$ cat src/hw/periph_reset_pkg.sv
// constants and types for the peripheral soft reset control registers
// assumes a plain register port on the system control block, 40 MHz ref_clk
// Overview of operation
// - register a at 0x044, 32 bits, resets to all zero
// - register b at 0x048, 32 bits, resets to all zero
// - writes to register a masked by capability word two
// - writes to register b masked by capability word four
// - bit 24 of a resets comparator zero
// - bits 19..16 of a reset counters 3..0
// - bit 12 of a resets two-wire unit zero
// - bits 5 and 4 of a reset sync serial units 1 and 0
// - bits 2..0 of a reset async serial units 2..0
// - bits 7..0 of b reset io ports h..a
// - unassigned bits read zero and ignore writes
package periph_reset_pkg;

  localparam logic [11:0] CTRL_A_OFFSET = 12'h044;
  localparam logic [11:0] CTRL_B_OFFSET = 12'h048;
  localparam logic [31:0] CTRL_A_RESET = 32'h00000000;
  localparam logic [31:0] CTRL_B_RESET = 32'h00000000;
  localparam logic [31:0] CTRL_A_IMPL = 32'h010F1037;
  localparam logic [31:0] CTRL_B_IMPL = 32'h000000FF;

  localparam int COMPARATOR_BIT = 24;
  localparam int COUNTER_LSB = 16;
  localparam int TWO_WIRE_BIT = 12;
  localparam int SYNC_SERIAL_LSB = 4;
  localparam int ASYNC_SERIAL_LSB = 0;
  localparam int IO_PORT_LSB = 0;

  typedef struct packed {
    logic [11:0] addr;
    logic [31:0] wdata;
    logic wr;
    logic rd;
  } reg_req_s;

  typedef struct packed {
    logic comparator_zero_reset;
    logic [3:0] gp_counter_reset;
    logic two_wire_unit0_reset;
    logic [1:0] sync_serial_reset;
    logic [2:0] async_serial_reset;
    logic [7:0] io_port_reset;
  } periph_resets_s;

endpackage

$ cat src/hw/peripheral_soft_reset_regs.sv
// peripheral soft reset control registers a and b with capability masking
// assumes a single-cycle master that never issues read and write together
//
// Design decision made here: the strobed register port.
`timescale 1ns/1ps

module peripheral_soft_reset_regs (
  input wire logic ref_clk,
  input wire logic reset_n,
  input wire periph_reset_pkg::reg_req_s req,
  input wire logic [31:0] capability_word_two,
  input wire logic [31:0] capability_word_four,
  output logic [31:0] rdata,
  output periph_reset_pkg::periph_resets_s resets
);

  logic [31:0] ctrl_a_q;
  logic [31:0] ctrl_b_q;
  logic [31:0] rdata_d;
  logic comparator_q;
  logic [3:0] counter_q;
  logic two_wire_q;
  logic [1:0] sync_serial_q;
  logic [2:0] async_serial_q;
  logic [7:0] io_port_q;

  ////////////////////////////////////////////////////////////////////////////
  // masked write merge: bits not present or unassigned keep zero
  function automatic logic [31:0] masked_write(
    input logic [31:0] wdata,
    input logic [31:0] impl,
    input logic [31:0] cap
  );
    masked_write = wdata & impl & cap;
  endfunction

  always_ff @(posedge ref_clk or negedge reset_n)
  begin
    if (!reset_n)
    begin
      ctrl_a_q <= periph_reset_pkg::CTRL_A_RESET;
    end
    else if (req.wr && req.addr == periph_reset_pkg::CTRL_A_OFFSET)
    begin
      ctrl_a_q <= masked_write(req.wdata, periph_reset_pkg::CTRL_A_IMPL, capability_word_two);
    end
  end

  always_ff @(posedge ref_clk or negedge reset_n)
  begin
    if (!reset_n)
    begin
      ctrl_b_q <= periph_reset_pkg::CTRL_B_RESET;
    end
    else if (req.wr && req.addr == periph_reset_pkg::CTRL_B_OFFSET)
    begin
      ctrl_b_q <= masked_write(req.wdata, periph_reset_pkg::CTRL_B_IMPL, capability_word_four);
    end
  end

  ////////////////////////////////////////////////////////////////////////////
  // read port, data one cycle after the strobe, zero otherwise
  always_comb
  begin
    rdata_d = 32'h00000000;
    if (req.rd)
    begin
      unique case (req.addr)
        periph_reset_pkg::CTRL_A_OFFSET: rdata_d = ctrl_a_q;
        periph_reset_pkg::CTRL_B_OFFSET: rdata_d = ctrl_b_q;
        default: rdata_d = 32'h00000000;
      endcase
    end
  end

  always_ff @(posedge ref_clk or negedge reset_n)
  begin
    if (!reset_n)
    begin
      rdata <= 32'h00000000;
    end
    else
    begin
      rdata <= rdata_d;
    end
  end

  ////////////////////////////////////////////////////////////////////////////
  // reset lines mirror the register bits through a flop stage
  always_ff @(posedge ref_clk or negedge reset_n)
  begin
    if (!reset_n)
    begin
      comparator_q <= 1'b0;
    end
    else
    begin
      comparator_q <= ctrl_a_q[periph_reset_pkg::COMPARATOR_BIT];
    end
  end

  always_ff @(posedge ref_clk or negedge reset_n)
  begin
    if (!reset_n)
    begin
      counter_q <= 4'h0;
    end
    else
    begin
      counter_q <= ctrl_a_q[periph_reset_pkg::COUNTER_LSB +: 4];
    end
  end

  always_ff @(posedge ref_clk or negedge reset_n)
  begin
    if (!reset_n)
    begin
      two_wire_q <= 1'b0;
    end
    else
    begin
      two_wire_q <= ctrl_a_q[periph_reset_pkg::TWO_WIRE_BIT];
    end
  end

  always_ff @(posedge ref_clk or negedge reset_n)
  begin
    if (!reset_n)
    begin
      sync_serial_q <= 2'h0;
    end
    else
    begin
      sync_serial_q <= ctrl_a_q[periph_reset_pkg::SYNC_SERIAL_LSB +: 2];
    end
  end

  always_ff @(posedge ref_clk or negedge reset_n)
  begin
    if (!reset_n)
    begin
      async_serial_q <= 3'h0;
    end
    else
    begin
      async_serial_q <= ctrl_a_q[periph_reset_pkg::ASYNC_SERIAL_LSB +: 3];
    end
  end

  always_ff @(posedge ref_clk or negedge reset_n)
  begin
    if (!reset_n)
    begin
      io_port_q <= 8'h00;
    end
    else
    begin
      io_port_q <= ctrl_b_q[periph_reset_pkg::IO_PORT_LSB +: 8];
    end
  end

  ////////////////////////////////////////////////////////////////////////////
  // output struct is plain wiring of the line flops
  assign resets = {comparator_q, counter_q, two_wire_q, sync_serial_q, async_serial_q, io_port_q};

  ////////////////////////////////////////////////////////////////////////////
  // checks
  a_write_a_masked: assert property (@(posedge ref_clk) disable iff (!reset_n)
    req.wr && req.addr == periph_reset_pkg::CTRL_A_OFFSET
    |=> ctrl_a_q == ($past(req.wdata) & $past(capability_word_two) & periph_reset_pkg::CTRL_A_IMPL))
    else $error("register a write not masked correctly");

  a_write_b_masked: assert property (@(posedge ref_clk) disable iff (!reset_n)
    req.wr && req.addr == periph_reset_pkg::CTRL_B_OFFSET
    |=> ctrl_b_q == ($past(req.wdata) & $past(capability_word_four) & periph_reset_pkg::CTRL_B_IMPL))
    else $error("register b write not masked correctly");

  a_a_reserved_zero: assert property (@(posedge ref_clk) disable iff (!reset_n)
    (ctrl_a_q & ~periph_reset_pkg::CTRL_A_IMPL) == 32'h00000000)
    else $error("register a reserved bit set");

  a_b_reserved_zero: assert property (@(posedge ref_clk) disable iff (!reset_n)
    ctrl_b_q[31:8] == 24'h000000)
    else $error("register b reserved bit set");

  a_read_a_data: assert property (@(posedge ref_clk) disable iff (!reset_n)
    req.rd && req.addr == periph_reset_pkg::CTRL_A_OFFSET && !req.wr |=> rdata == $past(ctrl_a_q))
    else $error("register a read data wrong");

  a_read_b_data: assert property (@(posedge ref_clk) disable iff (!reset_n)
    req.rd && req.addr == periph_reset_pkg::CTRL_B_OFFSET && !req.wr |=> rdata == $past(ctrl_b_q))
    else $error("register b read data wrong");

  a_comparator_line: assert property (@(posedge ref_clk) disable iff (!reset_n)
    ##1 resets.comparator_zero_reset == $past(ctrl_a_q[24]))
    else $error("comparator reset line mismatch");

  a_counter_lines: assert property (@(posedge ref_clk) disable iff (!reset_n)
    ##1 resets.gp_counter_reset == $past(ctrl_a_q[19:16]))
    else $error("counter reset lines mismatch");

  a_two_wire_line: assert property (@(posedge ref_clk) disable iff (!reset_n)
    ##1 resets.two_wire_unit0_reset == $past(ctrl_a_q[12]))
    else $error("two-wire reset line mismatch");

  a_serial_lines: assert property (@(posedge ref_clk) disable iff (!reset_n)
    ##1 {resets.sync_serial_reset, resets.async_serial_reset} == $past({ctrl_a_q[5:4], ctrl_a_q[2:0]}))
    else $error("serial reset lines mismatch");

  a_async_hold: assert property (@(posedge ref_clk) disable iff (!reset_n)
    req.wr && req.addr == periph_reset_pkg::CTRL_A_OFFSET && req.wdata[0] && capability_word_two[0]
    |=> ##1 resets.async_serial_reset[0])
    else $error("async serial 0 not held in reset");

  a_port_lines: assert property (@(posedge ref_clk) disable iff (!reset_n)
    ##1 resets.io_port_reset == $past(ctrl_b_q[7:0]))
    else $error("io port reset lines mismatch");

  a_release_after_clear: assert property (@(posedge ref_clk) disable iff (!reset_n)
    req.wr && req.addr == periph_reset_pkg::CTRL_B_OFFSET && !req.wdata[7]
    |=> ##1 !resets.io_port_reset[7])
    else $error("io port h not released");

  a_rdata_idle_zero: assert property (@(posedge ref_clk) disable iff (!reset_n)
    !req.rd |=> rdata == 32'h00000000)
    else $error("read data not zero when idle");

  a_unmapped_read_zero: assert property (@(posedge ref_clk) disable iff (!reset_n)
    req.rd && req.addr != periph_reset_pkg::CTRL_A_OFFSET && req.addr != periph_reset_pkg::CTRL_B_OFFSET
    |=> rdata == 32'h00000000)
    else $error("unmapped read not zero");

  a_a_hold_idle: assert property (@(posedge ref_clk) disable iff (!reset_n)
    !(req.wr && req.addr == periph_reset_pkg::CTRL_A_OFFSET) |=> $stable(ctrl_a_q))
    else $error("register a changed without write");

  a_b_hold_idle: assert property (@(posedge ref_clk) disable iff (!reset_n)
    !(req.wr && req.addr == periph_reset_pkg::CTRL_B_OFFSET) |=> $stable(ctrl_b_q))
    else $error("register b changed without write");

  a_a_write_keeps_b: assert property (@(posedge ref_clk) disable iff (!reset_n)
    req.wr && req.addr == periph_reset_pkg::CTRL_A_OFFSET |=> $stable(ctrl_b_q))
    else $error("register b changed by write to a");

  a_b_write_keeps_a: assert property (@(posedge ref_clk) disable iff (!reset_n)
    req.wr && req.addr == periph_reset_pkg::CTRL_B_OFFSET |=> $stable(ctrl_a_q))
    else $error("register a changed by write to b");

  a_counter_masked: assert property (@(posedge ref_clk) disable iff (!reset_n)
    req.wr && req.addr == periph_reset_pkg::CTRL_A_OFFSET && !capability_word_two[16] |=> !ctrl_a_q[16])
    else $error("absent counter bit was set");

  a_two_wire_masked: assert property (@(posedge ref_clk) disable iff (!reset_n)
    req.wr && req.addr == periph_reset_pkg::CTRL_A_OFFSET && !capability_word_two[12] |=> !ctrl_a_q[12])
    else $error("absent two-wire bit was set");

  a_comparator_masked: assert property (@(posedge ref_clk) disable iff (!reset_n)
    req.wr && req.addr == periph_reset_pkg::CTRL_A_OFFSET && !capability_word_two[24] |=> !ctrl_a_q[24])
    else $error("absent comparator bit was set");

  a_port_a_masked: assert property (@(posedge ref_clk) disable iff (!reset_n)
    req.wr && req.addr == periph_reset_pkg::CTRL_B_OFFSET && !capability_word_four[0] |=> !ctrl_b_q[0])
    else $error("absent port a bit was set");

  a_port_h_masked: assert property (@(posedge ref_clk) disable iff (!reset_n)
    req.wr && req.addr == periph_reset_pkg::CTRL_B_OFFSET && !capability_word_four[7] |=> !ctrl_b_q[7])
    else $error("absent port h bit was set");

  a_comparator_set: assert property (@(posedge ref_clk) disable iff (!reset_n)
    req.wr && req.addr == periph_reset_pkg::CTRL_A_OFFSET && req.wdata[24] && capability_word_two[24]
    |=> ##1 resets.comparator_zero_reset)
    else $error("comparator not held in reset");

  a_counter_set: assert property (@(posedge ref_clk) disable iff (!reset_n)
    req.wr && req.addr == periph_reset_pkg::CTRL_A_OFFSET
    |=> ##1 resets.gp_counter_reset == $past(req.wdata[19:16] & capability_word_two[19:16], 2))
    else $error("counter lines do not follow write");

  a_two_wire_set: assert property (@(posedge ref_clk) disable iff (!reset_n)
    req.wr && req.addr == periph_reset_pkg::CTRL_A_OFFSET && req.wdata[12] && capability_word_two[12]
    |=> ##1 resets.two_wire_unit0_reset)
    else $error("two-wire unit not held in reset");

  a_sync_serial_set: assert property (@(posedge ref_clk) disable iff (!reset_n)
    req.wr && req.addr == periph_reset_pkg::CTRL_A_OFFSET
    |=> ##1 resets.sync_serial_reset == $past(req.wdata[5:4] & capability_word_two[5:4], 2))
    else $error("sync serial lines do not follow write");

  a_async_set: assert property (@(posedge ref_clk) disable iff (!reset_n)
    req.wr && req.addr == periph_reset_pkg::CTRL_A_OFFSET
    |=> ##1 resets.async_serial_reset == $past(req.wdata[2:0] & capability_word_two[2:0], 2))
    else $error("async serial lines do not follow write");

  a_port_set: assert property (@(posedge ref_clk) disable iff (!reset_n)
    req.wr && req.addr == periph_reset_pkg::CTRL_B_OFFSET
    |=> ##1 resets.io_port_reset == $past(req.wdata[7:0] & capability_word_four[7:0], 2))
    else $error("io port lines do not follow write");

  a_comparator_release: assert property (@(posedge ref_clk) disable iff (!reset_n)
    req.wr && req.addr == periph_reset_pkg::CTRL_A_OFFSET && !req.wdata[24]
    |=> ##1 !resets.comparator_zero_reset)
    else $error("comparator not released");

  a_counter_release: assert property (@(posedge ref_clk) disable iff (!reset_n)
    req.wr && req.addr == periph_reset_pkg::CTRL_A_OFFSET && !req.wdata[16]
    |=> ##1 !resets.gp_counter_reset[0])
    else $error("counter 0 not released");

  a_two_wire_release: assert property (@(posedge ref_clk) disable iff (!reset_n)
    req.wr && req.addr == periph_reset_pkg::CTRL_A_OFFSET && !req.wdata[12]
    |=> ##1 !resets.two_wire_unit0_reset)
    else $error("two-wire unit not released");

  a_sync_release: assert property (@(posedge ref_clk) disable iff (!reset_n)
    req.wr && req.addr == periph_reset_pkg::CTRL_A_OFFSET && !req.wdata[4]
    |=> ##1 !resets.sync_serial_reset[0])
    else $error("sync serial 0 not released");

  a_async_release: assert property (@(posedge ref_clk) disable iff (!reset_n)
    req.wr && req.addr == periph_reset_pkg::CTRL_A_OFFSET && !req.wdata[0]
    |=> ##1 !resets.async_serial_reset[0])
    else $error("async serial 0 not released");

  a_port_a_release: assert property (@(posedge ref_clk) disable iff (!reset_n)
    req.wr && req.addr == periph_reset_pkg::CTRL_B_OFFSET && !req.wdata[0]
    |=> ##1 !resets.io_port_reset[0])
    else $error("io port a not released");

endmodule

$ cat config.mk
export PLATFORM = sky130hd
export DESIGN_NAME = peripheral_soft_reset_regs
export DESIGN_NICKNAME = d
export VERILOG_FILES = /design/src/hw/periph_reset_pkg.sv /design/src/hw/peripheral_soft_reset_regs.sv
export SDC_FILE = /design/constraint.sdc
export NUM_CORES = 1
export LEC_CHECK = 0
export ABC_AREA = 1
export BUFFER_PORTS_ARGS = -buffer_cell sky130_fd_sc_hd__buf_2
export CORE_MARGIN = 5
export CORE_UTILIZATION = 43
export CTS_CLUSTER_SIZE = 40
export DETAILED_ROUTE_END_ITERATION = 7
export PLACE_DENSITY = 0.84
export SLEW_MARGIN = 10
export SYNTH_ARGS = -nofsm -noshare
export SYNTH_HDL_FRONTEND = slang
export SYNTH_SLANG_ARGS = --single-unit
$ cat constraint.sdc
create_clock -name ref_clk -period 1.2 [get_ports ref_clk]
set_clock_uncertainty 0.2 [all_clocks]
set_input_delay 0.12 -clock ref_clk [delete_from_list [all_inputs] [get_ports ref_clk]]
set_output_delay 0.12 -clock ref_clk [all_outputs]
set_load 0.005 [all_outputs]
# Word level (Yosys, flattened, before mapping)
# Cells that the tools add are included.
# word_totals
ff_bits	115
output_inout_bits	51
elab_cells	17
# classes
eq_ne	2
bitwise	2
n_reduce_logical	2
mux	2
# ops
op	n
32-bit one-hot mux with 2 select lines	1
25-bit by 32-bit AND with 32-bit output	1
8-bit by 32-bit AND with 32-bit output	1
32-bit two-way mux	1
12-bit by 7-bit equality test with 1-bit output, second input constant	2
1-bit logical AND	2

# Depth between registers and ports, before layout
# logic_depth
ltp_word	3
depth_mapped	8
ltp_nobuf	7

# Worst setup path before layout
# No wires, ideal clock.
# synth_path
path_type	in2reg
startpoint	input port req[35] in the netlist's numbering
endpoint	register ctrl_a_q[12]
required_time_ns	0.883
path_slack_ns	0.047
setup_time_ns	0.117
path_stages	6
t_arrival_ns	0.836
path_buffers	1
cell_sequence	or2_4 -> nor2_8 -> nand3_2 -> buf_6 -> nand2_1 -> nand2_1
# synth_between
elab_chain_cells	2
# synth_lines
item	line	text
from (decl)	peripheral_soft_reset_regs.sv:10	input wire periph_reset_pkg::reg_req_s req,
12-bit by 7-bit equality test with 1-bit output	peripheral_soft_reset_regs.sv:43	else if (req.wr && req.addr == periph_reset_pkg::CTRL_A_OFFSET)
1-bit logical AND	peripheral_soft_reset_regs.sv:43	
to (signal assigned)	peripheral_soft_reset_regs.sv:41	ctrl_a_q <= periph_reset_pkg::CTRL_A_RESET;
to (signal assigned)	peripheral_soft_reset_regs.sv:45	ctrl_a_q <= masked_write(req.wdata, periph_reset_pkg::CTRL_A_IMPL, capability_word_two);
to (decl)	peripheral_soft_reset_regs.sv:17	logic [31:0] ctrl_a_q;
# Every way passes these cells.
# A chain may end at the register's enable or synchronous reset.

# Final worst setup path
# layout_path
startpoint	register rdata[18]
endpoint	output port rdata[18]
# layout_rtl
item	line	text
from (decl)	peripheral_soft_reset_regs.sv:13	output logic [31:0] rdata,
from (signal assigned)	peripheral_soft_reset_regs.sv:84	rdata <= rdata_d;
# No word-level cell between the ends.

==> metrics <==
most frequent cell after synthesis nand2_1; largest family of logic cells by synthesized area simple AND/OR/NAND/NOR gates; Finished Layout Cells 422; post-synthesis adder-cell area fraction 0%; Mean Syn Cell Area 9.56 um2; layout cells sized above 1 30.1%; Switching Fraction 23.2%; Total Die Area 6620 um2; DRT antenna net count 0; Setup Viol. Count Final 0; mux share of post-synthesis cell area 0%; NumNets Final 463; number of global-route vias before repair 1,931; Lkg Pwr 0.00187 uW; effective utilization at floorplan 43.7%; drt drc 0; clock sink count 52; simple-gate share of the synthesized area 25.6%; Worst Path Required 0.88 ns; Initial DRC Count 222; CP cell instances buf_2; Synth Instances 229; Hold Crit Class in -> reg; max layer used met4; CP Class reg -> out; status finished with violations; register area 1300 um2; failing checks negative hold slack; Compound-Gate Fraction of Synth Area 0%; Clock H-tree levels 2; first-pass GRT wire length 8.67 mm; Layout area overhead 42.0%; biggest area consumer among synthesized cells dfrtp_1; area fraction of the dominant cell type after synthesis 59.5%; Reg power frac 57.8%; delay-heaviest family, CP flip-flops; DP HPWL 3.69 mm; placed cell count 379; largest net degree at the start of global routing 28; Routed WL per cell 13.2 um; CP bufs+invs 1; Crit. End Element primary output; Slew Viols, Final 0; fraction of registers with async set/reset 100%; Via Count 1,958; Root Driver clkbuf_8; Cell variety after synth 15; core area 5010 um2; final hold slack -0.00890 ns; Die X 81.3 um; CTS Buf Count 5; # IOs 163; unrepaired setup endpoints after global routing false; top_reg_cell synth dfrtp_1; synthesized area 2190 um2; vias per std cell 4.64; PwrDens 977 nW/um2; first-pass detailed-route iteration total 4; port bufs 81; WL met3 511 um; Synth area leaders dfrtp_1 (59%), nand2_1 (11%), nand4_1 (8.3%); CP startpoint kind flop; internal power 2330 uW; top cells by count, synth nand2_1 (66), dfrtp_1 (52), inv_1 (31); setup bufs post-CTS 0; FF+latch count, synth 52; met2 routed WL 2.83 mm; Synthesis Warnings 0; max cap viols 0; Filler cells 398; CTS clk-pin slew, worst paths 0.09 ns; Ant. Diodes 0; Worst VDD drop 529 uV; CTS tree built; FMAX 0.869 GHz; Die Y 81.3 um; Sw Pwr 704 uW; Final Util 62.0%; multi-input logic area 627 um2; worst-path fanout max 1; met1 WL 2.11 mm; initial antenna violation count 0; Comb pwr share 10.8%; clock power share 31.5%; final WL 5.58 mm; fin crit share 95.9%; Final Hold Viols 1; crit path DAT 0.83 ns; EDFF count, synth 0; global-route usage over all layers 17.3%; worst skew pair latency 0.30 ns; Synth Area in XOR/XNOR 0%; maximum root-to-sink buffer count 2; register area share after synthesis 59.5%; Slowest cell on crit path dfrtp_1; gpl congestion 0.884; Core Rows 26; Final Critical Period 1.15 ns; total gr overflow 0; slowest cell delay on critical path 0.39 ns
area by class of cell:
class	count	share of cell area [%]
Clock buffer	5	2.21
Clock inverter	3	0.604
Inverter	31	3.74
Multi-Input combinational cell	134	20.2
Sequential cell	52	41.9
Tap cell	70	2.82
Timing Repair Buffer	127	28.6
cells in the final DEF, fill, tap and decap left out, drive strengths merged:
cell         synthesis  final
clkinv               0      3
nand3                4      4
nand4               29     29
or2                  1      1
dlygate4sd3          0     35
dfrtp               52     52
nand2               66     66
buf                 28     92
inv                 31     31
nor2                16     16
conb                 1     18
clkbuf               1      5
power groups by stage:
stage	Combinational (uW)	Sequential (uW)	Clock, uW
global placement	226	1790	0
CTS	321	1750	955
detailed placement	232	1790	0
floorplan	122	1790	0
global route	361	1760	1030
finish	327	1760	955
sequential cells by signal (all words and copies together) (netlist names), 2 cells and up:
name            cells
sync_serial_q       2
io_port_q           8
ctrl_a_q           11
async_serial_q      3
counter_q           4
rdata              14
ctrl_b_q            8
logic make-up after synthesis:
kind of cell	Yosys count
other	1
and+or+nand+nor	116
DFF	52
buffers and inverters	60
repair_timing:
action | CTS | global route
hold endpoints to repair | 71 | 0
hold buffers | 35 | 0
gates resized for setup | 0 | 0
metal layers:
layer	GRT usage (%)	vias up
met5	0	-
met2	28.9	114
met1	21.3	913
met4	7.60	0
li1	-	917
met3	3.88	14
final timing paths:
check                      depth (start not counted)    startpoint  slack [ns]           end
setup reg to reg                                   2   ctrl_a_q[0]        0.25      rdata[0]
hold reg to reg                                    0  ctrl_a_q[16]        0.21  counter_q[0]
min in group asynchronous                          2       reset_n        0.04   ctrl_b_q[7]
hold / removal                                     5        req[3]      -0.009   ctrl_b_q[1]
max in group asynchronous                          3       reset_n        0.33      rdata[5]
setup / recovery                                   1     rdata[18]        0.05     rdata[18]
through the flow:
stage / setup TNS [ns] / area, um2 / total power (uW) / worst slack (ns)
after floorplan: 0 / 2250 / 1910 / 0.0467
after global placement: -2.79 / 2670 / 2020 / -0.120
after detailed placement: -4.11 / 2670 / 2020 / -0.200
after CTS: 0 / 3110 / 3030 / 0.0697
after global routing: 0 / 3110 / 3150 / 0.0197
final: 0 / 3110 / 3040 / 0.0495
Note: power is estimated with default switching activity, not from simulation.
